--- src/inc/osr_pkg.sv ---
/*
 * constants, carriers and state types of the output setpoint reference logic.
 * assumes one 200 MHz core clock and a same-clock command engine in front of it.
 */
// Operation
// - scale accepts only one, half, quarter
// - out-of-limit command clamps, sets status bit
// - signed trim -64..+63 steps added
// - margin high/low steps -64..+31 held
// - operation bits five/four add margin steps
// - reference = command*scale + trim + margins
// - reference bounded to DAC code span
// - reset pin low loads boot setpoint
// - ramp starts within 2 us, rate-limited
// - command writes ignored while pin low
// - pin reset sets vendor status flag
// - option bit restores boot setpoint on restart
`default_nettype none

package osr_pkg;

    ////////////////////////////////////////////////////////////////////////////////
    // command codes
    localparam logic [7:0] CMD_OPERATION = 8'h01;
    localparam logic [7:0] CMD_CLEAR_FAULTS = 8'h03;
    localparam logic [7:0] CMD_VOUT_COMMAND = 8'h21;
    localparam logic [7:0] CMD_UPPER_LIMIT = 8'h24;
    localparam logic [7:0] CMD_TRANSITION_RATE = 8'h27;
    localparam logic [7:0] CMD_LOWER_LIMIT = 8'h28;
    localparam logic [7:0] CMD_SCALE = 8'h29;
    localparam logic [7:0] CMD_LIMIT_STATUS = 8'h7A;
    localparam logic [7:0] CMD_VENDOR_STATUS = 8'h80;
    localparam logic [7:0] CMD_REF_TRIM = 8'hD4;
    localparam logic [7:0] CMD_MARGIN_HIGH = 8'hD5;
    localparam logic [7:0] CMD_MARGIN_LOW = 8'hD6;
    localparam logic [7:0] CMD_OPTIONS = 8'hE5;

    ////////////////////////////////////////////////////////////////////////////////
    // field positions
    localparam int OP_MARGIN_HIGH_BIT = 5;
    localparam int OP_MARGIN_LOW_BIT = 4;
    localparam int LIMIT_HIGH_BIT = 3;
    localparam int LIMIT_LOW_BIT = 2;
    localparam int VENDOR_RESET_BIT = 1;
    localparam int OPT_RESTORE_BIT = 7;

    // scale codes, one is the default
    localparam logic [1:0] SCALE_ONE = 2'h0;
    localparam logic [1:0] SCALE_HALF = 2'h1;
    localparam logic [1:0] SCALE_QUARTER = 2'h2;

    ////////////////////////////////////////////////////////////////////////////////
    // reset values and code limits
    localparam logic [15:0] UPPER_LIMIT_RST = 16'h0B00;
    localparam logic [15:0] LOWER_LIMIT_RST = 16'h00B3;
    localparam logic [15:0] TRANSITION_RATE_RST = 16'h0063;
    localparam logic [15:0] OPTIONS_RST = 16'h0000;
    localparam logic [7:0] OPERATION_RST = 8'h00;
    localparam logic [9:0] REF_MIN_CODE = 10'h0B3;
    localparam logic [9:0] REF_MAX_CODE = 10'h34D;
    localparam logic signed [15:0] TRIM_MAX = 16'sh003F;
    localparam logic signed [15:0] MARGIN_MAX = 16'sh001F;
    localparam logic signed [15:0] STEP_MIN = 16'shFFC0;

    // timing
    localparam int CLK_PERIOD_NS = 5;
    localparam int RESET_RAMP_NS = 2000;
    localparam int RESET_RAMP_CYCLES = RESET_RAMP_NS / CLK_PERIOD_NS;

    ////////////////////////////////////////////////////////////////////////////////
    // carriers and state
    typedef struct packed {
        logic wr;
        logic rd;
        logic [7:0] code;
        logic [15:0] data;
    } osr_cmd_s;

    typedef struct packed {
        logic init;
        logic [9:0] target;
        logic [15:0] rate;
    } osr_slew_ctl_s;

    typedef enum logic {SLEW_IDLE, SLEW_RAMP} osr_slew_e;

    typedef struct packed {
        osr_slew_e state;
        logic busy;
        logic [15:0] cnt;
        logic [9:0] ref_code;
    } osr_slew_state_s;

    typedef struct packed {
        logic pin_meta;
        logic pin_sync;
        logic pin_prev;
        logic booted;
        logic primed;
        logic init;
        logic [15:0] boot_cmd;
        logic [15:0] vout_cmd;
        logic [15:0] upper;
        logic [15:0] lower;
        logic [15:0] rate;
        logic [15:0] options;
        logic [1:0] scale;
        logic [6:0] trim;
        logic [6:0] mhi;
        logic [6:0] mlo;
        logic [7:0] operation;
        logic [7:0] limit_status;
        logic [7:0] vendor_status;
        logic [15:0] rd_data;
        logic rd_valid;
        logic [9:0] target;
    } osr_state_s;

endpackage : osr_pkg

`default_nettype wire

--- src/osr_slew.sv ---
/*
 * slew limiter that walks the reference code toward its target one step at a time.
 * assumes target, rate and init come from flops on the same clock.
 */
`default_nettype none

module osr_slew
    import osr_pkg::*;
(
    input wire logic i_clock,
    input wire logic i_rst_n,
    input wire osr_slew_ctl_s i_ctl,
    output logic [9:0] o_ref,
    output logic o_busy
);

    osr_slew_state_s s;
    osr_slew_state_s next_s;

    ////////////////////////////////////////////////////////////////////////////////
    // step toward the target every rate+1 cycles
    always_comb begin
        next_s = s;
        case (s.state)
            SLEW_IDLE: begin
                if (s.ref_code != i_ctl.target) begin
                    next_s.state = SLEW_RAMP;
                    next_s.cnt = 16'h0000;
                end
            end
            SLEW_RAMP: begin
                if (s.ref_code == i_ctl.target) begin
                    next_s.state = SLEW_IDLE;
                end else if (s.cnt == 16'h0000) begin
                    next_s.ref_code = (s.ref_code < i_ctl.target) ? s.ref_code + 10'h001 : s.ref_code - 10'h001;
                    next_s.cnt = i_ctl.rate;
                end else begin
                    next_s.cnt = s.cnt - 16'h0001;
                end
            end
            default: next_s.state = SLEW_IDLE;
        endcase
        // boot load jumps straight to the target
        if (i_ctl.init) begin
            next_s.ref_code = i_ctl.target;
            next_s.state = SLEW_IDLE;
        end
        next_s.busy = (next_s.state == SLEW_RAMP);
    end

    // state register
    always_ff @(posedge i_clock or negedge i_rst_n) begin
        if (!i_rst_n) begin
            s <= '{state: SLEW_IDLE, busy: 1'b0, cnt: 16'h0000, ref_code: REF_MIN_CODE};
        end else begin
            s <= next_s;
        end
    end

    assign o_ref = s.ref_code;
    assign o_busy = s.busy;
endmodule : osr_slew

`default_nettype wire

--- src/osr_setpoint.sv ---
/*
 * output setpoint reference logic: command registers, limit clamp, reference sum,
 * setpoint reset pin and restart restore, feeding the slew limiter.
 * assumes a same-clock command engine, a same-clock boot value and restart pulse,
 * and an asynchronous reset pin that is synchronised here.
 */
`default_nettype none

module osr_setpoint
    import osr_pkg::*;
(
    input wire logic i_clock,
    input wire logic i_rst_n,
    input wire logic i_setpoint_reset_pin_n,
    input wire logic [15:0] i_boot_setpoint,
    input wire logic i_fault_restart,
    input wire osr_cmd_s i_cmd,
    output logic [15:0] o_rd_data,
    output logic o_rd_valid,
    output logic [9:0] o_error_amp_reference,
    output logic o_ramp_busy
);

    osr_state_s st;
    osr_state_s next_st;
    osr_slew_ctl_s slew_ctl;
    logic pin_fall;

    ////////////////////////////////////////////////////////////////////////////////
    // helpers

    // sign-extend a 7-bit step
    function automatic logic signed [18:0] sx19(input logic [6:0] v);
        sx19 = $signed({{12{v[6]}}, v});
    endfunction : sx19

    // saturate a written step to [-64, hi]
    function automatic logic [6:0] sat7(input logic [15:0] d, input logic signed [15:0] hi);
        logic signed [15:0] v;
        v = $signed(d);
        if (v > hi) begin
            sat7 = hi[6:0];
        end else if (v < STEP_MIN) begin
            sat7 = STEP_MIN[6:0];
        end else begin
            sat7 = d[6:0];
        end
    endfunction : sat7

    // reference code from command, scale, trim and margins
    function automatic logic [9:0] calc_ref(
        input logic [15:0] cmd,
        input logic [1:0] sc,
        input logic [6:0] tr,
        input logic [7:0] op,
        input logic [6:0] hi,
        input logic [6:0] lo
    );
        logic [15:0] base;
        logic signed [18:0] sum;
        base = cmd >> sc;
        sum = $signed({3'b000, base}) + sx19(tr);
        if (op[OP_MARGIN_HIGH_BIT]) begin
            sum = sum + sx19(hi);
        end
        if (op[OP_MARGIN_LOW_BIT]) begin
            sum = sum + sx19(lo);
        end
        if (sum < $signed({9'h000, REF_MIN_CODE})) begin
            calc_ref = REF_MIN_CODE;
        end else if (sum > $signed({9'h000, REF_MAX_CODE})) begin
            calc_ref = REF_MAX_CODE;
        end else begin
            calc_ref = sum[9:0];
        end
    endfunction : calc_ref

    ////////////////////////////////////////////////////////////////////////////////
    // next state
    assign pin_fall = st.pin_prev & ~st.pin_sync;

    always_comb begin
        next_st = st;
        next_st.pin_meta = i_setpoint_reset_pin_n;
        next_st.pin_sync = st.pin_meta;
        next_st.pin_prev = st.pin_sync;
        next_st.rd_valid = 1'b0;
        next_st.primed = st.booted;
        next_st.init = st.booted & ~st.primed;

        // host writes
        if (i_cmd.wr) begin
            case (i_cmd.code)
                CMD_OPERATION: next_st.operation = i_cmd.data[7:0];
                CMD_CLEAR_FAULTS: begin
                    next_st.limit_status = 8'h00;
                    next_st.vendor_status = 8'h00;
                end
                CMD_VOUT_COMMAND: begin
                    if (st.pin_sync) begin
                        if (i_cmd.data > st.upper) begin
                            next_st.vout_cmd = st.upper;
                            next_st.limit_status[LIMIT_HIGH_BIT] = 1'b1;
                        end else if (i_cmd.data < st.lower) begin
                            next_st.vout_cmd = st.lower;
                            next_st.limit_status[LIMIT_LOW_BIT] = 1'b1;
                        end else begin
                            next_st.vout_cmd = i_cmd.data;
                        end
                    end
                end
                CMD_UPPER_LIMIT: next_st.upper = i_cmd.data;
                CMD_TRANSITION_RATE: next_st.rate = i_cmd.data;
                CMD_LOWER_LIMIT: next_st.lower = i_cmd.data;
                CMD_SCALE: begin
                    if (i_cmd.data <= {14'h0000, SCALE_QUARTER}) begin
                        next_st.scale = i_cmd.data[1:0];
                    end
                end
                CMD_REF_TRIM: next_st.trim = sat7(i_cmd.data, TRIM_MAX);
                CMD_MARGIN_HIGH: next_st.mhi = sat7(i_cmd.data, MARGIN_MAX);
                CMD_MARGIN_LOW: next_st.mlo = sat7(i_cmd.data, MARGIN_MAX);
                CMD_OPTIONS: next_st.options = i_cmd.data;
                default: ;
            endcase
        end

        // pin low holds the boot setpoint, fall sets the flag after any clear
        if (!st.pin_sync && st.booted) begin
            next_st.vout_cmd = st.boot_cmd;
        end
        if (pin_fall) begin
            next_st.vendor_status[VENDOR_RESET_BIT] = 1'b1;
        end

        // restart after fault restores the boot setpoint when enabled
        if (i_fault_restart && st.options[OPT_RESTORE_BIT]) begin
            next_st.vout_cmd = st.boot_cmd;
        end

        // first cycle after reset captures the boot setpoint
        if (!st.booted) begin
            next_st.booted = 1'b1;
            next_st.boot_cmd = i_boot_setpoint;
            next_st.vout_cmd = i_boot_setpoint;
        end

        next_st.target = calc_ref(st.vout_cmd, st.scale, st.trim, st.operation, st.mhi, st.mlo);

        // host reads, unmapped codes read zero
        if (i_cmd.rd) begin
            next_st.rd_valid = 1'b1;
            case (i_cmd.code)
                CMD_OPERATION: next_st.rd_data = {8'h00, st.operation};
                CMD_VOUT_COMMAND: next_st.rd_data = st.vout_cmd;
                CMD_UPPER_LIMIT: next_st.rd_data = st.upper;
                CMD_TRANSITION_RATE: next_st.rd_data = st.rate;
                CMD_LOWER_LIMIT: next_st.rd_data = st.lower;
                CMD_SCALE: next_st.rd_data = {14'h0000, st.scale};
                CMD_LIMIT_STATUS: next_st.rd_data = {8'h00, st.limit_status};
                CMD_VENDOR_STATUS: next_st.rd_data = {8'h00, st.vendor_status};
                CMD_REF_TRIM: next_st.rd_data = {{9{st.trim[6]}}, st.trim};
                CMD_MARGIN_HIGH: next_st.rd_data = {{9{st.mhi[6]}}, st.mhi};
                CMD_MARGIN_LOW: next_st.rd_data = {{9{st.mlo[6]}}, st.mlo};
                CMD_OPTIONS: next_st.rd_data = st.options;
                default: next_st.rd_data = 16'h0000;
            endcase
        end
    end

    ////////////////////////////////////////////////////////////////////////////////
    // state register
    always_ff @(posedge i_clock or negedge i_rst_n) begin
        if (!i_rst_n) begin
            st <= '0;
            st.pin_meta <= 1'b1;
            st.pin_sync <= 1'b1;
            st.pin_prev <= 1'b1;
            st.upper <= UPPER_LIMIT_RST;
            st.lower <= LOWER_LIMIT_RST;
            st.rate <= TRANSITION_RATE_RST;
            st.options <= OPTIONS_RST;
            st.operation <= OPERATION_RST;
            st.scale <= SCALE_ONE;
            st.target <= REF_MIN_CODE;
        end else begin
            st <= next_st;
        end
    end

    ////////////////////////////////////////////////////////////////////////////////
    // slew limiter and outputs
    assign slew_ctl = '{init: st.init, target: st.target, rate: st.rate};

    osr_slew u_slew (
        .i_clock(i_clock),
        .i_rst_n(i_rst_n),
        .i_ctl(slew_ctl),
        .o_ref(o_error_amp_reference),
        .o_busy(o_ramp_busy)
    );

    assign o_rd_data = st.rd_data;
    assign o_rd_valid = st.rd_valid;

    ////////////////////////////////////////////////////////////////////////////////
    // checks
    localparam int RampLim = RESET_RAMP_CYCLES;
endmodule : osr_setpoint

`default_nettype wire

--- config.mk ---
export PLATFORM = sky130hd
export DESIGN_NAME = osr_setpoint
export DESIGN_NICKNAME = d
export VERILOG_FILES = /design/src/inc/osr_pkg.sv /design/src/osr_slew.sv /design/src/osr_setpoint.sv
export SDC_FILE = /design/constraint.sdc
export NUM_CORES = 1
export LEC_CHECK = 0
export ABC_CLOCK_PERIOD_IN_PS = 8680
export BUFFER_PORTS_ARGS = -buffer_cell sky130_fd_sc_hd__buf_2
export CAP_MARGIN = 20
export CORE_MARGIN = 5
export CORE_UTILIZATION = 63
export CTS_CLUSTER_SIZE = 8
export DETAILED_ROUTE_END_ITERATION = 6
export GPL_ROUTABILITY_DRIVEN = 0
export PLACE_DENSITY = 0.9
export SETUP_SLACK_MARGIN = 0.4
export SKIP_CTS_REPAIR_TIMING = 1
export SKIP_LAST_GASP = 1
export SYNTH_ARGS = -nofsm -noshare
export SYNTH_HDL_FRONTEND = slang
export SYNTH_HIERARCHICAL = 1
export SYNTH_SLANG_ARGS = --single-unit
--- constraint.sdc ---
create_clock -name i_clock -period 8.68 [get_ports i_clock]
set_input_delay 2.604 -clock i_clock [delete_from_list [all_inputs] [get_ports i_clock]]
set_output_delay 2.604 -clock i_clock [all_outputs]
set_load 0.05 [all_outputs]
# Yosys cells after proc, flatten, opt, wreduce, memory -nomap -nowiden
# Index checks and enable logic that the tools add are counted.
# word_totals
elab_cells	142
output_inout_bits	28
register_bits	190
inputBits	46
# op_classes
shifts	1
n_bitwise	5
n_eq_ne	25
n_mux	46
order_cmp	9
reduce_logical	24
addsub	6
# op_table
operator	count
16-bit 2-to-1 mux	13
16-bit case mux with 12 select lines	1
127-bit 2-to-1 mux	1
10-bit 2-to-1 mux	6
7-bit 2-to-1 mux	6
8-bit by 6-bit == test with 1-bit output (second input constant)	5
8-bit == test (second input constant)	5
19-bit 2-to-1 mux	2
16-bit case mux with 2 select lines	1
26-bit 2-to-1 mux	1
2-bit AND reduction	10
18-bit by 7-bit adder with 19-bit output	1
19-bit by 7-bit adder with 19-bit output	1
19-bit by 11-bit > comparator with 1-bit output (second input constant)	1
19-bit by 9-bit < comparator with 1-bit output (second input constant)	1
17-bit by 7-bit adder with 18-bit output	1
16-bit > comparator	1
16-bit by 6-bit > comparator with 1-bit output (second input constant)	1
16-bit by 7-bit > comparator with 1-bit output (second input constant)	1
16-bit by 2-bit <= comparator with 1-bit output (second input constant)	1
16-bit zero test	1
16-bit < comparator	1
16-bit by 7-bit < comparator with 1-bit output (second input constant)	1
16-bit by 2-bit >> shifter with 16-bit output	1
other kinds (26)	52

# Logic depth before layout (Yosys ltp)
# depth
word_depth	9
mapped_depth	29
mapped_depth_nobuf	27

# By module
# Netlist, hierarchy kept.
# by_module_without_submodules
mod	seq_area_each_um2	n_inst	cells_each	area_per_inst_um2
osr_setpoint	4103.9	1	1247	11861.4
osr_slew	681.9	1	288	2255.9

# Worst setup path before layout
# OpenSTA, ideal clock, no wires.
# synth_timing
path_kind	reg-to-reg
startpoint	register st[72] in the netlist's numbering
endpoint	register st (netlist bit slew_ctl[16])
setup_ns	0.094
stages_incl_launch_ff	29
arrival_ns	6.711
required_time_ns	8.586
period_less_slack_ns	6.805
path_buffers	3
slack_ns	1.875
cell_sequence	dfrtp_1 > clkbuf_1 > clkbuf_1 > mux4_2 > ha_1 > inv_1 > fa_1 > nand2b_1 > a211oi_4 > o21ai_1 > o21ai_0 > xor2_1 > ha_1 > clkbuf_1 > a21oi_1 > o21ai_0 > or2_2 > o21a_1 > a22o_1 > ha_1 > a211oi_1 > nand2_1 > nor3_1 > a21oi_1 > a21o_1 > a21oi_1 > mux2i_1 > xnor2_1 > or4b_1
# synth_lines
element	line_no	rtl
start: declaration	osr_setpoint.sv:24	osr_state_s st;
start signal: assignment	osr_setpoint.sv:187	st <= next_st;

==> metrics.csv <==
stage,metric,value,unit
floorplanning,Die Wd,160,um
power,Pint,1.89,mW
sta,Setup TNS,0,ns
logic_synthesis,Most used DFF post-synth,dfrtp_1,
sta,min Tclk post-route,7.47,ns
sta,Max-slew headroom,0.203,
logic_synthesis,number of synthesized flops with an enable pin,0,
logic_synthesis,Synth Net Count,1689,
grt,grt ovf,0,
floorplanning,die height,160,um
routing,drt first pass iters,7,
placement,post-DP HPWL,29.2,mm
routing,Routed WL,42.1,mm
clock_network,htree depth,4,
logic_synthesis,synth unique cells,91,
setup_path,Critical Path Source Type,flop,
grt,vias in the first global route,12593,
grt,GRT Total Usage,0.322,
floorplanning,die area,25500,um2
outcome,failing checks,DRC,
grt,largest net degree at the start of global routing,109,
clock_network,clock buffer depth,2,
power,LEAKAGE,6.74,nW
setup_path,critical path required time,9.06,ns
grt,initial antenna violation count,0,
sta,final period utilization,0.861,
floorplanning,# IOs,74,
cells_and_area,"Area growth, synth to finish",7.11,%
logic_synthesis,synth warn,6,
power,combinational share of power,0.406,
power,clock group share of total power,0.252,
sta,FMAX,134,MHz
sta,unrepaired setup endpoints after global routing,false,
routing,WL/cell,22.8,um
job,max cap viols,0,
floorplanning,area of the core,22000,um2
sta,Worst Skew,0.0136,ns
cells_and_area,Non-Filler Instances,1845,
cells_and_area,ant diodes,0,
worst_hold_path,WHS Path Cells,0,
floorplanning,Initial Util,0.643,
setup_path,r2r worst-path depth,25,
sta,worst slew pin tran,1.16,ns
power,net switching power,1.35,mW
worst_hold_path,type of the most critical hold path,reg2reg,
sta,endpoints failing hold,0,
clock_network,"Reg clk slew, reported paths",0.08,ns
setup_path,r2r startpoint,st[72],
clock_network,CTS Sinks,190,
logic_synthesis,syn avg cell area,9.20,um2
power,worst vdd ir,0.177,mV
setup_path,Critical path origin,st[72],
clock_network,Skew-Pair Late Insertion Delay,0.46,ns
sta,# setup viols final,0,
sta,Final Hold Slack,0.359,ns
clock_network,clk root buf,clkbuf_16,
setup_path,Worst EP arrival,7.85,ns
routing,antenna-violating nets left,0,
sta,"Slew Viols, Final",0,
logic_synthesis,"FFs w/ async S/R, synth",1.00,
routing,Vias,13159,
power,Power per Cell Area,214,nW/um2
setup_path,CP Capture Type,flop,
routing,First DRT Iteration DRCs,1932,
placement,input/output buffers,73,
logic_synthesis,sequential share of the synthesized area,0.339,
cells_and_area,fillers,1507,
worst_hold_path,hold path start,next_st[174],
setup_path,crit-path max FO,19,
floorplanning,Core Rows,54,
power,Seq pwr share,0.343,
logic_synthesis,synthesized area,14100,um2
placement,placed cells,1810,
logic_synthesis,Synth area leaders,"dfrtp_1, ha_1, mux2_2",
logic_synthesis,synthesized instance count,1535,
logic_synthesis,#FFs+latches synth,190,
clock_network,Num CTS Buffers,17,
setup_path,critical path type,reg2reg,
cells_and_area,layout cells sized above 1,0.179,
outcome,status,finished with violations,
logic_synthesis,Synth top area share,0.292,
clock_network,CTS tree,built,
cells_and_area,# nets final,1706,
routing,DRC Markers,12,
grt,global-route wire length before repair,66.6,mm
logic_synthesis,cell taking the most area after synthesis,dfrtp_1,
power,sw frac,0.418,
routing,via-per-instance ratio,7.13,
[cells in the mapped netlist (17+ instances only)]
| library cell | n |
|---|---|
| ha_1 | 104 |
| dfrtp_1 | 165 |
| o221ai_1 | 18 |
| nor3_1 | 35 |
| mux2_2 | 98 |
| a22oi_1 | 22 |
| clkbuf_1 | 43 |
| buf_4 | 31 |
| nand4_1 | 21 |
| xnor2_1 | 23 |
| mux2i_1 | 36 |
| a222oi_1 | 33 |
| dfstp_2 | 25 |
| nand2_1 | 127 |
| a21oi_1 | 107 |
| o21a_1 | 18 |
| nor2_1 | 97 |
| xor2_1 | 17 |
| inv_1 | 93 |
| o21ai_0 | 106 |
| nand3_1 | 24 |
| a21o_1 | 31 |
[power by group through the flow]
stage / Clock [mW] / Combinational, mW / Sequential, mW
floorplan: 0 / 1.01 / 1.07
global placement: 0 / 1.19 / 1.11
detailed placement: 0 / 1.25 / 1.12
CTS: 0.812 / 1.28 / 1.10
global route: 0.855 / 1.44 / 1.12
finish: 0.815 / 1.31 / 1.11
[registers in the layout (all words and copies together) (netlist names)]
signal / flops
st: 116
u_slew/s: 16
o_rd_data: 16
o_rd_valid: 1
u_slew/o_busy: 1
next_st: 3
slew_ctl: 27
u_slew/o_ref: 10
[routing by layer]
metal	routed length, um	track usage	vias up
met2	18800	0.500	999
met5	0	0	-
met4	2550	0.169	0
li1	-	-	5772
met1	15800	0.421	6174
met3	4990	0.0737	214
[stage by stage]
| stage | instance area [um2] | setup slack [ns] | total power [mW] | utilization |
|---|---|---|---|---|
| after floorplan | 14100 | 1.88 | 2.08 | - |
| after global placement | 14500 | 1.67 | 2.30 | 0.658 |
| after detailed placement | 14500 | 1.38 | 2.37 | 0.659 |
| after CTS | 15100 | 1.28 | 3.19 | 0.687 |
| after global routing | 15100 | 0.670 | 3.41 | 0.689 |
| final | 15100 | 1.21 | 3.24 | 0.689 |
[cell usage in the layout (no fill, tap or decap), drive strengths merged, types with 16 or more instances in the layout]
master	instances
a211oi	18
a21o	31
a21oi	110
a222oi	33
a22oi	22
buf	86
clkbuf	18
dfrtp	165
dfstp	25
ha	104
inv	102
mux2	98
mux2i	36
nand2	127
nand3	24
nand4	21
nor2	99
nor3	36
nor4	18
o211ai	16
o21a	18
o21ai	109
o221ai	18
xnor2	23
xor2	17
[cell type report]
class	instances	area (um2)	area share
multi-input cells	1162	8520	0.563
clock buffers	17	425	0.0281
well taps	280	350	0.0232
flip-flops and latches	190	4790	0.317
clock inverters	15	184	0.0122
inverters	94	353	0.0233
repair buffers	87	504	0.0333
[cells by family (layout without fill, tap and decap cells)]
| family | after synthesis | count (layout) | share of synthesized area |
|---|---|---|---|
| AO/OA/AOI/OAI | 462 | 462 | 0.223 |
| XOR/XNOR | 40 | 40 | 0.0248 |
| adder cells (fa/ha/maj) | 108 | 108 | 0.0978 |
| buffers and inverters | 183 | 213 | 0.0584 |
| flip-flops | 190 | 190 | 0.339 |
| multiplexers | 140 | 140 | 0.113 |
| other | 1 | 1 | 0.000266 |
| AND/OR/NAND/NOR | 411 | 411 | 0.144 |
[path summary, 6_finish.rpt]
check | endpoint | slack (ns)
max in group asynchronous | slew_ctl[23] | 5.22
min in group asynchronous | st[87] | 2.25
worst max register to register | slew_ctl[16] | 1.21
worst min-delay path | next_st[173] | 0.36
worst max-delay path | slew_ctl[16] | 1.21
worst min register to register | next_st[173] | 0.36
[critical path, cell delays in order (launching register included)]
cell	delay, ns
dfrtp_1	0.89
mux4_2	0.37
ha_1	0.18
inv_1	0.06
fa_1	0.40
nand2b_1	0.22
a211oi_4	0.31
o21ai_1	0.19
o21ai_0	0.28
xor2_1	0.30
ha_1	0.38
a21oi_1	0.31
o21ai_0	0.23
or2_2	0.33
o21a_1	0.17
a22o_1	0.20
ha_1	0.34
nor2_1	0.08
a211oi_1	0.31
a31oi_1	0.14
a21oi_1	0.24
a21o_1	0.17
a21oi_1	0.08
mux2i_1	0.13
xnor2_1	0.59
or4b_1	0.49
Note: power is estimated with default switching activity, not from simulation.
